==> config.mk <==
export PLATFORM = sky130hd
export DESIGN_NAME = counter_mode_select_logic
export DESIGN_NICKNAME = d
export VERILOG_FILES = /design/src/hdl/counter_pkg.sv /design/src/hdl/edge_sync.sv /design/src/hdl/mode_decode.sv /design/src/hdl/counter_mode_select_logic.sv
export VERILOG_INCLUDE_DIRS = /design/src /design/src/hdl
export SDC_FILE = /design/constraint.sdc
export NUM_CORES = 1
export LEC_CHECK = 0
export ABC_AREA = 1
export BUFFER_PORTS_ARGS = -buffer_cell sky130_fd_sc_hd__clkbuf_2
export CAP_MARGIN = 25
export CORE_MARGIN = 2
export CORE_UTILIZATION = 27
export DETAILED_ROUTE_END_ITERATION = 16
export SYNTH_ARGS = -nofsm -noshare
export SYNTH_HDL_FRONTEND = slang
export SYNTH_HIERARCHICAL = 1
export SYNTH_SLANG_ARGS = --single-unit
==> constraint.sdc <==
create_clock -name sys_clk -period 2.6 [get_ports sys_clk]
set_clock_uncertainty 0.2 [all_clocks]
set_input_delay 0.78 -clock sys_clk [delete_from_list [all_inputs] [get_ports sys_clk]]
set_output_delay 0.78 -clock sys_clk [all_outputs]
set_load 0.02 [all_outputs]
==> src/hdl/counter_consts.svh <==
// constants for the counter mode select block
`ifndef COUNTER_CONSTS_SVH
`define COUNTER_CONSTS_SVH

// register byte offsets
`define OFS_MODE 8'h00
`define OFS_LOAD 8'h04
`define OFS_HOLD 8'h08
`define OFS_CMD 8'h0c
`define OFS_COUNT 8'h10
`define OFS_STATUS 8'h14

// mode register field positions
`define GATE_HI 15
`define GATE_LO 13
`define SPECIAL_BIT 7
`define RELOAD_BIT 6
`define REPEAT_BIT 5

// gate control field codes
`define GATE_NONE 3'h0
`define GATE_EDGE_A 3'h6
`define GATE_EDGE_B 3'h7

// command register bits
`define CMD_ARM 0
`define CMD_DISARM 1
`define CMD_LOAD 2

// status register bits
`define ST_ARMED 0
`define ST_TC 1
`define ST_RUN 2
`define ST_ALT 3
`define ST_LETTER_LO 8
`define ST_LETTER_HI 12

// reset values
`define MODE_RST 16'h0000
`define DATA_RST 16'h0000

// letter index weights
`define W_SPECIAL 5'h0c
`define W_RELOAD 5'h06
`define W_REPEAT 5'h03

`endif

==> src/hdl/counter_pkg.sv <==
// types shared by the counter mode select block
package counter_pkg;

	typedef enum logic [1:0] {
		GATE_OFF,
		GATE_LEVEL,
		GATE_EDGE
	} gate_use_t;

	typedef struct packed {
		gate_use_t gate_use;
		logic special;
		logic reload_src;
		logic repeat_on;
		logic [4:0] letter;
		logic retrig;
		logic steer;
		logic alternate;
		logic unused_mode;
	} mode_t;

	typedef struct packed {
		logic level;
		logic rise;
	} pin_t;

endpackage : counter_pkg

==> src/hdl/edge_sync.sv <==
// two-stage synchroniser with active-going edge pulse
`timescale 1ns/1ps
`include "counter_consts.svh"

module edge_sync (
	input wire logic sys_clk,
	input wire logic resetn,
	input wire logic ce,
	input wire logic pin,
	output counter_pkg::pin_t sync
);

	logic meta_q;
	logic sync_q;
	logic prev_q;

	// first stage feeds only the second
	always_ff @(posedge sys_clk or negedge resetn) begin
		if (!resetn) begin
			meta_q <= 1'b0;
			sync_q <= 1'b0;
			prev_q <= 1'b0;
		end else if (ce) begin
			meta_q <= pin;
			sync_q <= meta_q;
			prev_q <= sync_q;
		end
	end

	// rising only; falling edges never reported
	assign sync.level = sync_q;
	assign sync.rise = sync_q & ~prev_q & ce;

endmodule : edge_sync

==> src/hdl/mode_decode.sv <==
// decodes the mode register into the lettered mode
`timescale 1ns/1ps
`include "counter_consts.svh"

module mode_decode (
	input wire logic [15:0] mode_reg,
	output counter_pkg::mode_t mode
);

	logic [2:0] gate_control_field;
	logic special_gate_bit;
	logic reload_source_bit;
	logic repetition_bit;
	logic [1:0] gate_weight;
	counter_pkg::gate_use_t gate_use;

	assign gate_control_field = mode_reg[`GATE_HI:`GATE_LO];
	assign special_gate_bit = mode_reg[`SPECIAL_BIT];
	assign reload_source_bit = mode_reg[`RELOAD_BIT];
	assign repetition_bit = mode_reg[`REPEAT_BIT];

	// gate field to usage class, 000 ignores the gate
	always_comb begin
		if (gate_control_field == `GATE_NONE) begin
			gate_use = counter_pkg::GATE_OFF;
			gate_weight = 2'h0;
		end else if (gate_control_field == `GATE_EDGE_A ||
				gate_control_field == `GATE_EDGE_B) begin
			gate_use = counter_pkg::GATE_EDGE;
			gate_weight = 2'h2;
		end else begin
			gate_use = counter_pkg::GATE_LEVEL;
			gate_weight = 2'h1;
		end
	end

	// one driver per struct field
	assign mode.gate_use = gate_use;

	// letter index 0 = A ... 23 = X
	assign mode.letter = (special_gate_bit ? `W_SPECIAL : 5'h00) +
		(reload_source_bit ? `W_RELOAD : 5'h00) +
		(repetition_bit ? `W_REPEAT : 5'h00) +
		{3'h0, gate_weight};
	assign mode.special = special_gate_bit;
	assign mode.reload_src = reload_source_bit;
	assign mode.repeat_on = repetition_bit;
	// modes n, o, q, r
	assign mode.retrig = special_gate_bit & ~reload_source_bit &
		(gate_weight != 2'h0);
	// modes s, v
	assign mode.steer = special_gate_bit & reload_source_bit &
		(gate_weight == 2'h0);
	assign mode.alternate = ~special_gate_bit & reload_source_bit;
	// m, p, t, u, w have no defined behaviour
	assign mode.unused_mode = special_gate_bit &
		((~reload_source_bit & gate_weight == 2'h0) |
		(reload_source_bit & gate_weight != 2'h0 &
		~(repetition_bit & gate_weight == 2'h2)));

endmodule : mode_decode

==> src/hdl/counter_mode_select_logic.sv <==
// one counter with mode select, arm control and apb registers
`timescale 1ns/1ps
`include "counter_consts.svh"

module counter_mode_select_logic #(
	parameter int CW = 16
) (
	input wire logic sys_clk,
	input wire logic resetn,
	input wire logic ce,
	input wire logic psel,
	input wire logic penable,
	input wire logic pwrite,
	input wire logic [7:0] paddr,
	input wire logic [31:0] pwdata,
	output logic [31:0] prdata,
	output logic pready,
	output logic pslverr,
	input wire logic source_in,
	input wire logic gate_in,
	output logic tc_out
);

	counter_pkg::mode_t mode;
	counter_pkg::pin_t src;
	counter_pkg::pin_t gate;

	logic [15:0] mode_q;
	logic [CW-1:0] load_q;
	logic [CW-1:0] hold_q;
	logic [CW-1:0] count_q;
	logic terminal_count_state_q;
	logic armed_q;
	logic running_q;
	logic alt_q;
	logic [31:0] prdata_q;
	logic slverr_q;

	logic wr_en;
	logic rd_setup;
	logic arm_cmd;
	logic disarm_cmd;
	logic load_cmd;
	logic mode_wr;
	logic load_wr;
	logic hold_wr;
	logic cmd_wr;
	logic gate_ok;
	logic count_edge;
	logic leave_tc;
	logic stop_due;
	logic retrigger;
	logic [CW-1:0] reload_val;
	logic [31:0] status;

	// address check shared by read and write
	function automatic logic mapped(input logic [7:0] a);
		mapped = (a == `OFS_MODE) || (a == `OFS_LOAD) ||
			(a == `OFS_HOLD) || (a == `OFS_CMD) ||
			(a == `OFS_COUNT) || (a == `OFS_STATUS);
	endfunction : mapped

	// widen a counter value to the bus word
	function automatic logic [31:0] widen(input logic [CW-1:0] v);
		widen = 32'(v);
	endfunction : widen

	mode_decode u_decode (
		.mode_reg(mode_q),
		.mode(mode)
	);

	// source pin: two flops then a rise detector
	edge_sync u_src (
		.sys_clk(sys_clk),
		.resetn(resetn),
		.ce(ce),
		.pin(source_in),
		.sync(src)
	);

	// gate pin, same crossing as the source
	edge_sync u_gate (
		.sys_clk(sys_clk),
		.resetn(resetn),
		.ce(ce),
		.pin(gate_in),
		.sync(gate)
	);

	// apb strobes, zero wait states
	// no stall: the host always sees one access cycle
	assign wr_en = psel & penable & pwrite & ce;
	assign rd_setup = psel & ~penable & ce;
	assign pready = 1'b1;
	assign pslverr = slverr_q & psel & penable;

	// register write strobes, one per writable word
	assign mode_wr = wr_en & (paddr == `OFS_MODE);
	assign load_wr = wr_en & (paddr == `OFS_LOAD);
	assign hold_wr = wr_en & (paddr == `OFS_HOLD);
	assign cmd_wr = wr_en & (paddr == `OFS_CMD);

	// command register strobes
	assign arm_cmd = cmd_wr & pwdata[`CMD_ARM];
	assign disarm_cmd = cmd_wr & pwdata[`CMD_DISARM];
	assign load_cmd = cmd_wr & pwdata[`CMD_LOAD];

	// gating per gate usage class
	always_comb begin
		case (mode.gate_use)
			counter_pkg::GATE_OFF: gate_ok = 1'b1;
			counter_pkg::GATE_LEVEL: gate_ok = gate.level;
			default: gate_ok = running_q;
		endcase
	end

	// tc state counts whatever the arming or gating
	// unused letters never start a count, only finish one
	assign count_edge = src.rise & (terminal_count_state_q |
		(armed_q & gate_ok & ~mode.unused_mode));
	assign leave_tc = count_edge & terminal_count_state_q;

	// alternate-reload modes stop on the second tc
	assign stop_due = ~mode.alternate | alt_q;

	// retrigger on gate edge only while armed
	assign retrigger = mode.retrig & gate.rise & armed_q;

	// reload source chosen at tc exit
	always_comb begin
		if (mode.steer) begin
			reload_val = gate.level ? hold_q : load_q;
		end else if (mode.alternate) begin
			reload_val = alt_q ? hold_q : load_q;
		end else begin
			reload_val = load_q;
		end
	end

	// mode register
	always_ff @(posedge sys_clk or negedge resetn) begin
		if (!resetn) begin
			mode_q <= `MODE_RST;
		end else if (mode_wr) begin
			mode_q <= pwdata[15:0];
		end
	end

	// load register
	always_ff @(posedge sys_clk or negedge resetn) begin
		if (!resetn) begin
			load_q <= CW'(`DATA_RST);
		end else if (load_wr) begin
			load_q <= pwdata[CW-1:0];
		end
	end

	// hold register, hardware capture beats software write
	always_ff @(posedge sys_clk or negedge resetn) begin
		if (!resetn) begin
			hold_q <= CW'(`DATA_RST);
		end else if (retrigger) begin
			hold_q <= count_q;
		end else if (hold_wr) begin
			hold_q <= pwdata[CW-1:0];
		end
	end

	// down counter with reloads
	// a counted edge beats a same-cycle load command
	always_ff @(posedge sys_clk or negedge resetn) begin
		if (!resetn) begin
			count_q <= CW'(`DATA_RST);
		end else if (ce) begin
			if (retrigger) begin
				count_q <= load_q;
			end else if (leave_tc) begin
				count_q <= reload_val;
			end else if (count_edge) begin
				count_q <= count_q - CW'(1);
			end else if (load_cmd) begin
				count_q <= load_q;
			end
		end
	end

	// terminal count state: entered on the edge that hits zero
	always_ff @(posedge sys_clk or negedge resetn) begin
		if (!resetn) begin
			terminal_count_state_q <= 1'b0;
		end else if (ce) begin
			if (retrigger || leave_tc) begin
				terminal_count_state_q <= 1'b0;
			end else if (count_edge && count_q == CW'(1)) begin
				terminal_count_state_q <= 1'b1; // set beats load
			end else if (load_cmd) begin
				terminal_count_state_q <= 1'b0;
			end
		end
	end

	// alternate reload phase, toggles on each tc exit
	always_ff @(posedge sys_clk or negedge resetn) begin
		if (!resetn) begin
			alt_q <= 1'b0;
		end else if (ce) begin
			if (!mode.alternate || arm_cmd) begin
				alt_q <= 1'b0;
			end else if (leave_tc) begin
				alt_q <= ~alt_q;
			end
		end
	end

	// arm state, arm command wins over a same-cycle disarm
	always_ff @(posedge sys_clk or negedge resetn) begin
		if (!resetn) begin
			armed_q <= 1'b0;
		end else if (ce) begin
			if (arm_cmd) begin
				armed_q <= 1'b1;
			end else if (disarm_cmd) begin
				armed_q <= 1'b0;
			end else if (leave_tc && !mode.repeat_on && stop_due) begin
				armed_q <= 1'b0;
			end
		end
	end
	// repeat set: armed_q untouched at tc exit

	// edge gated run flag: started by gate edge, stopped after tc
	always_ff @(posedge sys_clk or negedge resetn) begin
		if (!resetn) begin
			running_q <= 1'b0;
		end else if (ce) begin
			if (mode.gate_use != counter_pkg::GATE_EDGE) begin
				running_q <= 1'b0;
			end else if (gate.rise && armed_q) begin
				running_q <= 1'b1;
			end else if (leave_tc && stop_due) begin
				running_q <= 1'b0;
			end
		end
	end

	// status word
	// bits outside the listed fields read as zero
	always_comb begin
		status = 32'h0000_0000;
		status[`ST_ARMED] = armed_q;
		status[`ST_TC] = terminal_count_state_q;
		status[`ST_RUN] = running_q;
		status[`ST_ALT] = alt_q;
		status[`ST_LETTER_HI:`ST_LETTER_LO] = mode.letter;
	end

	// read data captured in setup phase
	// word frozen at setup so the access phase sees it stable
	always_ff @(posedge sys_clk or negedge resetn) begin
		if (!resetn) begin
			prdata_q <= 32'h0000_0000;
			slverr_q <= 1'b0;
		end else if (rd_setup) begin
			slverr_q <= ~mapped(paddr);
			if (pwrite) begin
				prdata_q <= 32'h0000_0000;
			end else if (paddr == `OFS_MODE) begin
				prdata_q <= {16'h0000, mode_q};
			end else if (paddr == `OFS_LOAD) begin
				prdata_q <= widen(load_q);
			end else if (paddr == `OFS_HOLD) begin
				prdata_q <= widen(hold_q);
			end else if (paddr == `OFS_COUNT) begin
				prdata_q <= widen(count_q);
			end else if (paddr == `OFS_STATUS) begin
				prdata_q <= status;
			end else begin
				prdata_q <= 32'h0000_0000;
			end
		end
	end

	// read data straight from the capture flop
	assign prdata = prdata_q;

	// terminal count pin from the state flop
	assign tc_out = terminal_count_state_q;

endmodule : counter_mode_select_logic

==> flow_summary.ini <==
[outcome]
outcome = finished, final reports clean

[placement]
gp_congestion = 0.952
dpl.hpwl_um = 15000
dpl_cell_area_sq_um = 6930
port-buffer-count = 49

[global_route]
antenna_found_initial = 0
grt_max_degree = 36
track_usage_pct = 16.8
grt_pass1_wl_um = 31300
grt-ovfl-total = 0
grt_pass1_vias = 5810

[clock_network]
clk_pin_slew_ps = 70
cts_tree = built
cts_max_path_buffers = 2
ctsHoldBuffers = 0
clkSinkCount = 91
numCtsBuffers = 9
clk_latency_ps = 360
cts-root-buf = clkbuf_16
htreeDepth = 3

[critical_path]
path_buf_inv = 4
crit_path_max_incr_delay_ps = 470
critPathLaunchType = flop
r2r-end = prdata[10]
crit_chain = buf_4 > nor2_2 > nand2_2 > inv_1 > nor2_2 > ha_2 > ha_2 > inv_2 > fa_1 > inv_1 > mux2i_1 > o21ai_1 > o21ai_1 > nand2_1 > nand2_1 > nand2_1
rr_worst_depth = 16
slowest_stage = fa_1
cpMostUsedCell = nand2_1
cp_max_fo = 4
cp.depth = 16
critPathKind = flop to flop
cp.arrival_ps = 2600
cp_top_family = adder cells
end_kind = flop
crit_required_ps = 2650
reg2reg_slack_ps = 50
r2r_start = mode_q[15]

[final_layout]
nFillCells = 2482
synthToLayoutAreaGrowth_pct = 19.1
diodes = 0
drive_above_1_share_pct = 13.8
final-seq-area_sq_um = 2280
final_area_sq_um = 7280
nNetsFinal = 1055
multi_input_area_sq_um = 3170

[drt]
wire_per_inst_um = 15.0
dr_total_vias = 6078
firstDrtPassIters = 5
finalWirelength_um = 19300
antenna_left = 0
drc = 0
viasPerCell = 4.73
drtIter0Drc = 456

[timing]
worst-slew-pin-transition_ps = 530
hold_viol_final = 0
hold-worst-slack_ps = 186
tns_ps = 0
max_slew_margin_pct = 64.6
fin_crit_sh_pct = 98.1
drv_slew = 0
rsz0062_at_grt = yes
setup_viol = 0
max_freq_mhz = 392
period_needed_ps = 2550

[floorplan]
core_sq_um = 22400
boundaryPins = 83
rows = 55
die_h_um = 154
die_w_um = 154
dieArea_sq_um = 23900
start_util_pct = 27.3

[power]
ir_drop_uv = 255
p_per_area_nw_per_um2 = 419
power_leakage_nw = 3.93

[run]
drv_cap = 0

[worst_hold_path]
hold_path.class = primary input to asynchronous set/reset pin

[synthesis]
yosysWarningCount = 6
syn_avg_cell_area_sq_um = 6.62
syn_area_sq_um = 6110
syn_inst = 923
## flip-flops by register name, summed over array words and instances, names as in the netlist
register / count
count_q: 16
u_src/meta_q: 1
u_src/prev_q: 1
running_q: 1
load_q: 16
u_src/sync_q: 1
alt_q: 1
hold_q: 16
mode_q: 16
u_gate/sync_q: 1
armed_q: 1
slverr_q: 1
u_gate/meta_q: 1
u_gate/prev_q: 1
prdata: 16
tc_out: 1
## power by group
group	switching (W)	internal [W]	total (W)
logic	0.000142	0.0000608	0.000203
clock network	0.000611	0.000782	0.00139
registers	0.0000175	0.00144	0.00145
## worst reg2reg max path: stages (launching register included)
cell and delay [ps]:
dfrtp_1 360, buf_4 130, nor2_2 50, nand2_2 70
inv_1 70, nor2_2 140, ha_2 200, ha_2 190
inv_2 40, fa_1 470, inv_1 40, mux2i_1 120
o21ai_1 100, o21ai_1 90, nand2_1 60, nand2_1 70
nand2_1 60
## cell usage in the layout (no fill, tap or decap), types with 2 or more instances in the layout
cell         n
fa_1         2
ha_1         8
inv_2        4
nor3_2       2
nor2_1      67
a21oi_1     61
o22ai_1      2
buf_12       9
nand3_1     56
inv_1      115
o21ai_0     74
o211ai_1    22
a22oi_1      2
nand2_1    318
o21ai_1      9
ha_2         2
nand4_1      9
clkbuf_16    9
clkbuf_2    48
dfrtp_1     91
nand2_2      6
nor2_2       6
nor3_4       2
buf_4       39
mux2i_1      6
conb_1      17
## per-layer routing
| layer | vias to the layer above | wire [um] | global-route usage, % |
|---|---|---|---|
| met5 | - | 0 | 0 |
| met4 | 0 | 469 | 5.86 |
| met3 | 26 | 908 | 2.91 |
| met2 | 151 | 8660 | 26.2 |
| met1 | 2857 | 9250 | 23.5 |
| li1 | 3044 | - | - |
## cell type report
cell class                      count  share of cell area (%)
Clock inverter                      6                   0.979
Clock buffer                       10                    3.28
Multi-Input combinational cell    677                    43.5
Inverter                          119                    6.13
Sequential cell                    91                    31.3
Timing Repair Buffer               97                    9.95
Tap cell                          285                    4.90
## worst max path at each step
stage | to | startpoint | slack, ps
2_1_floorplan | prdata[11] | mode_q[6] | 130
6_report | prdata[10] | mode_q[15] | 50
4_1_cts | prdata[10] | mode_q[15] | 2
5_1_grt | prdata[10] | mode_q[14] | -120
3_3_place_gp | prdata[10] | mode_q[15] | 20
3_5_place_dp | prdata[10] | mode_q[15] | -20
## through the flow
stage               instances  util (%)  total power, W  worst slack, ps
floorplan                 938         -         0.00160              126
global placement         1266      30.9         0.00168             16.0
detailed placement       1266      30.9         0.00169            -19.4
CTS                      1282      32.3         0.00309             1.99
global route             1285      32.5         0.00318             -116
finish                   1285      32.5         0.00305             48.2
## timing repair
action / CTS / global route
buffers inserted: 0 / 3
pin swaps: 0 / 5
setup endpoints to repair: 1 / 5
resized for setup: 2 / 9
No activity file was read; power rests on OpenSTA's default activity.
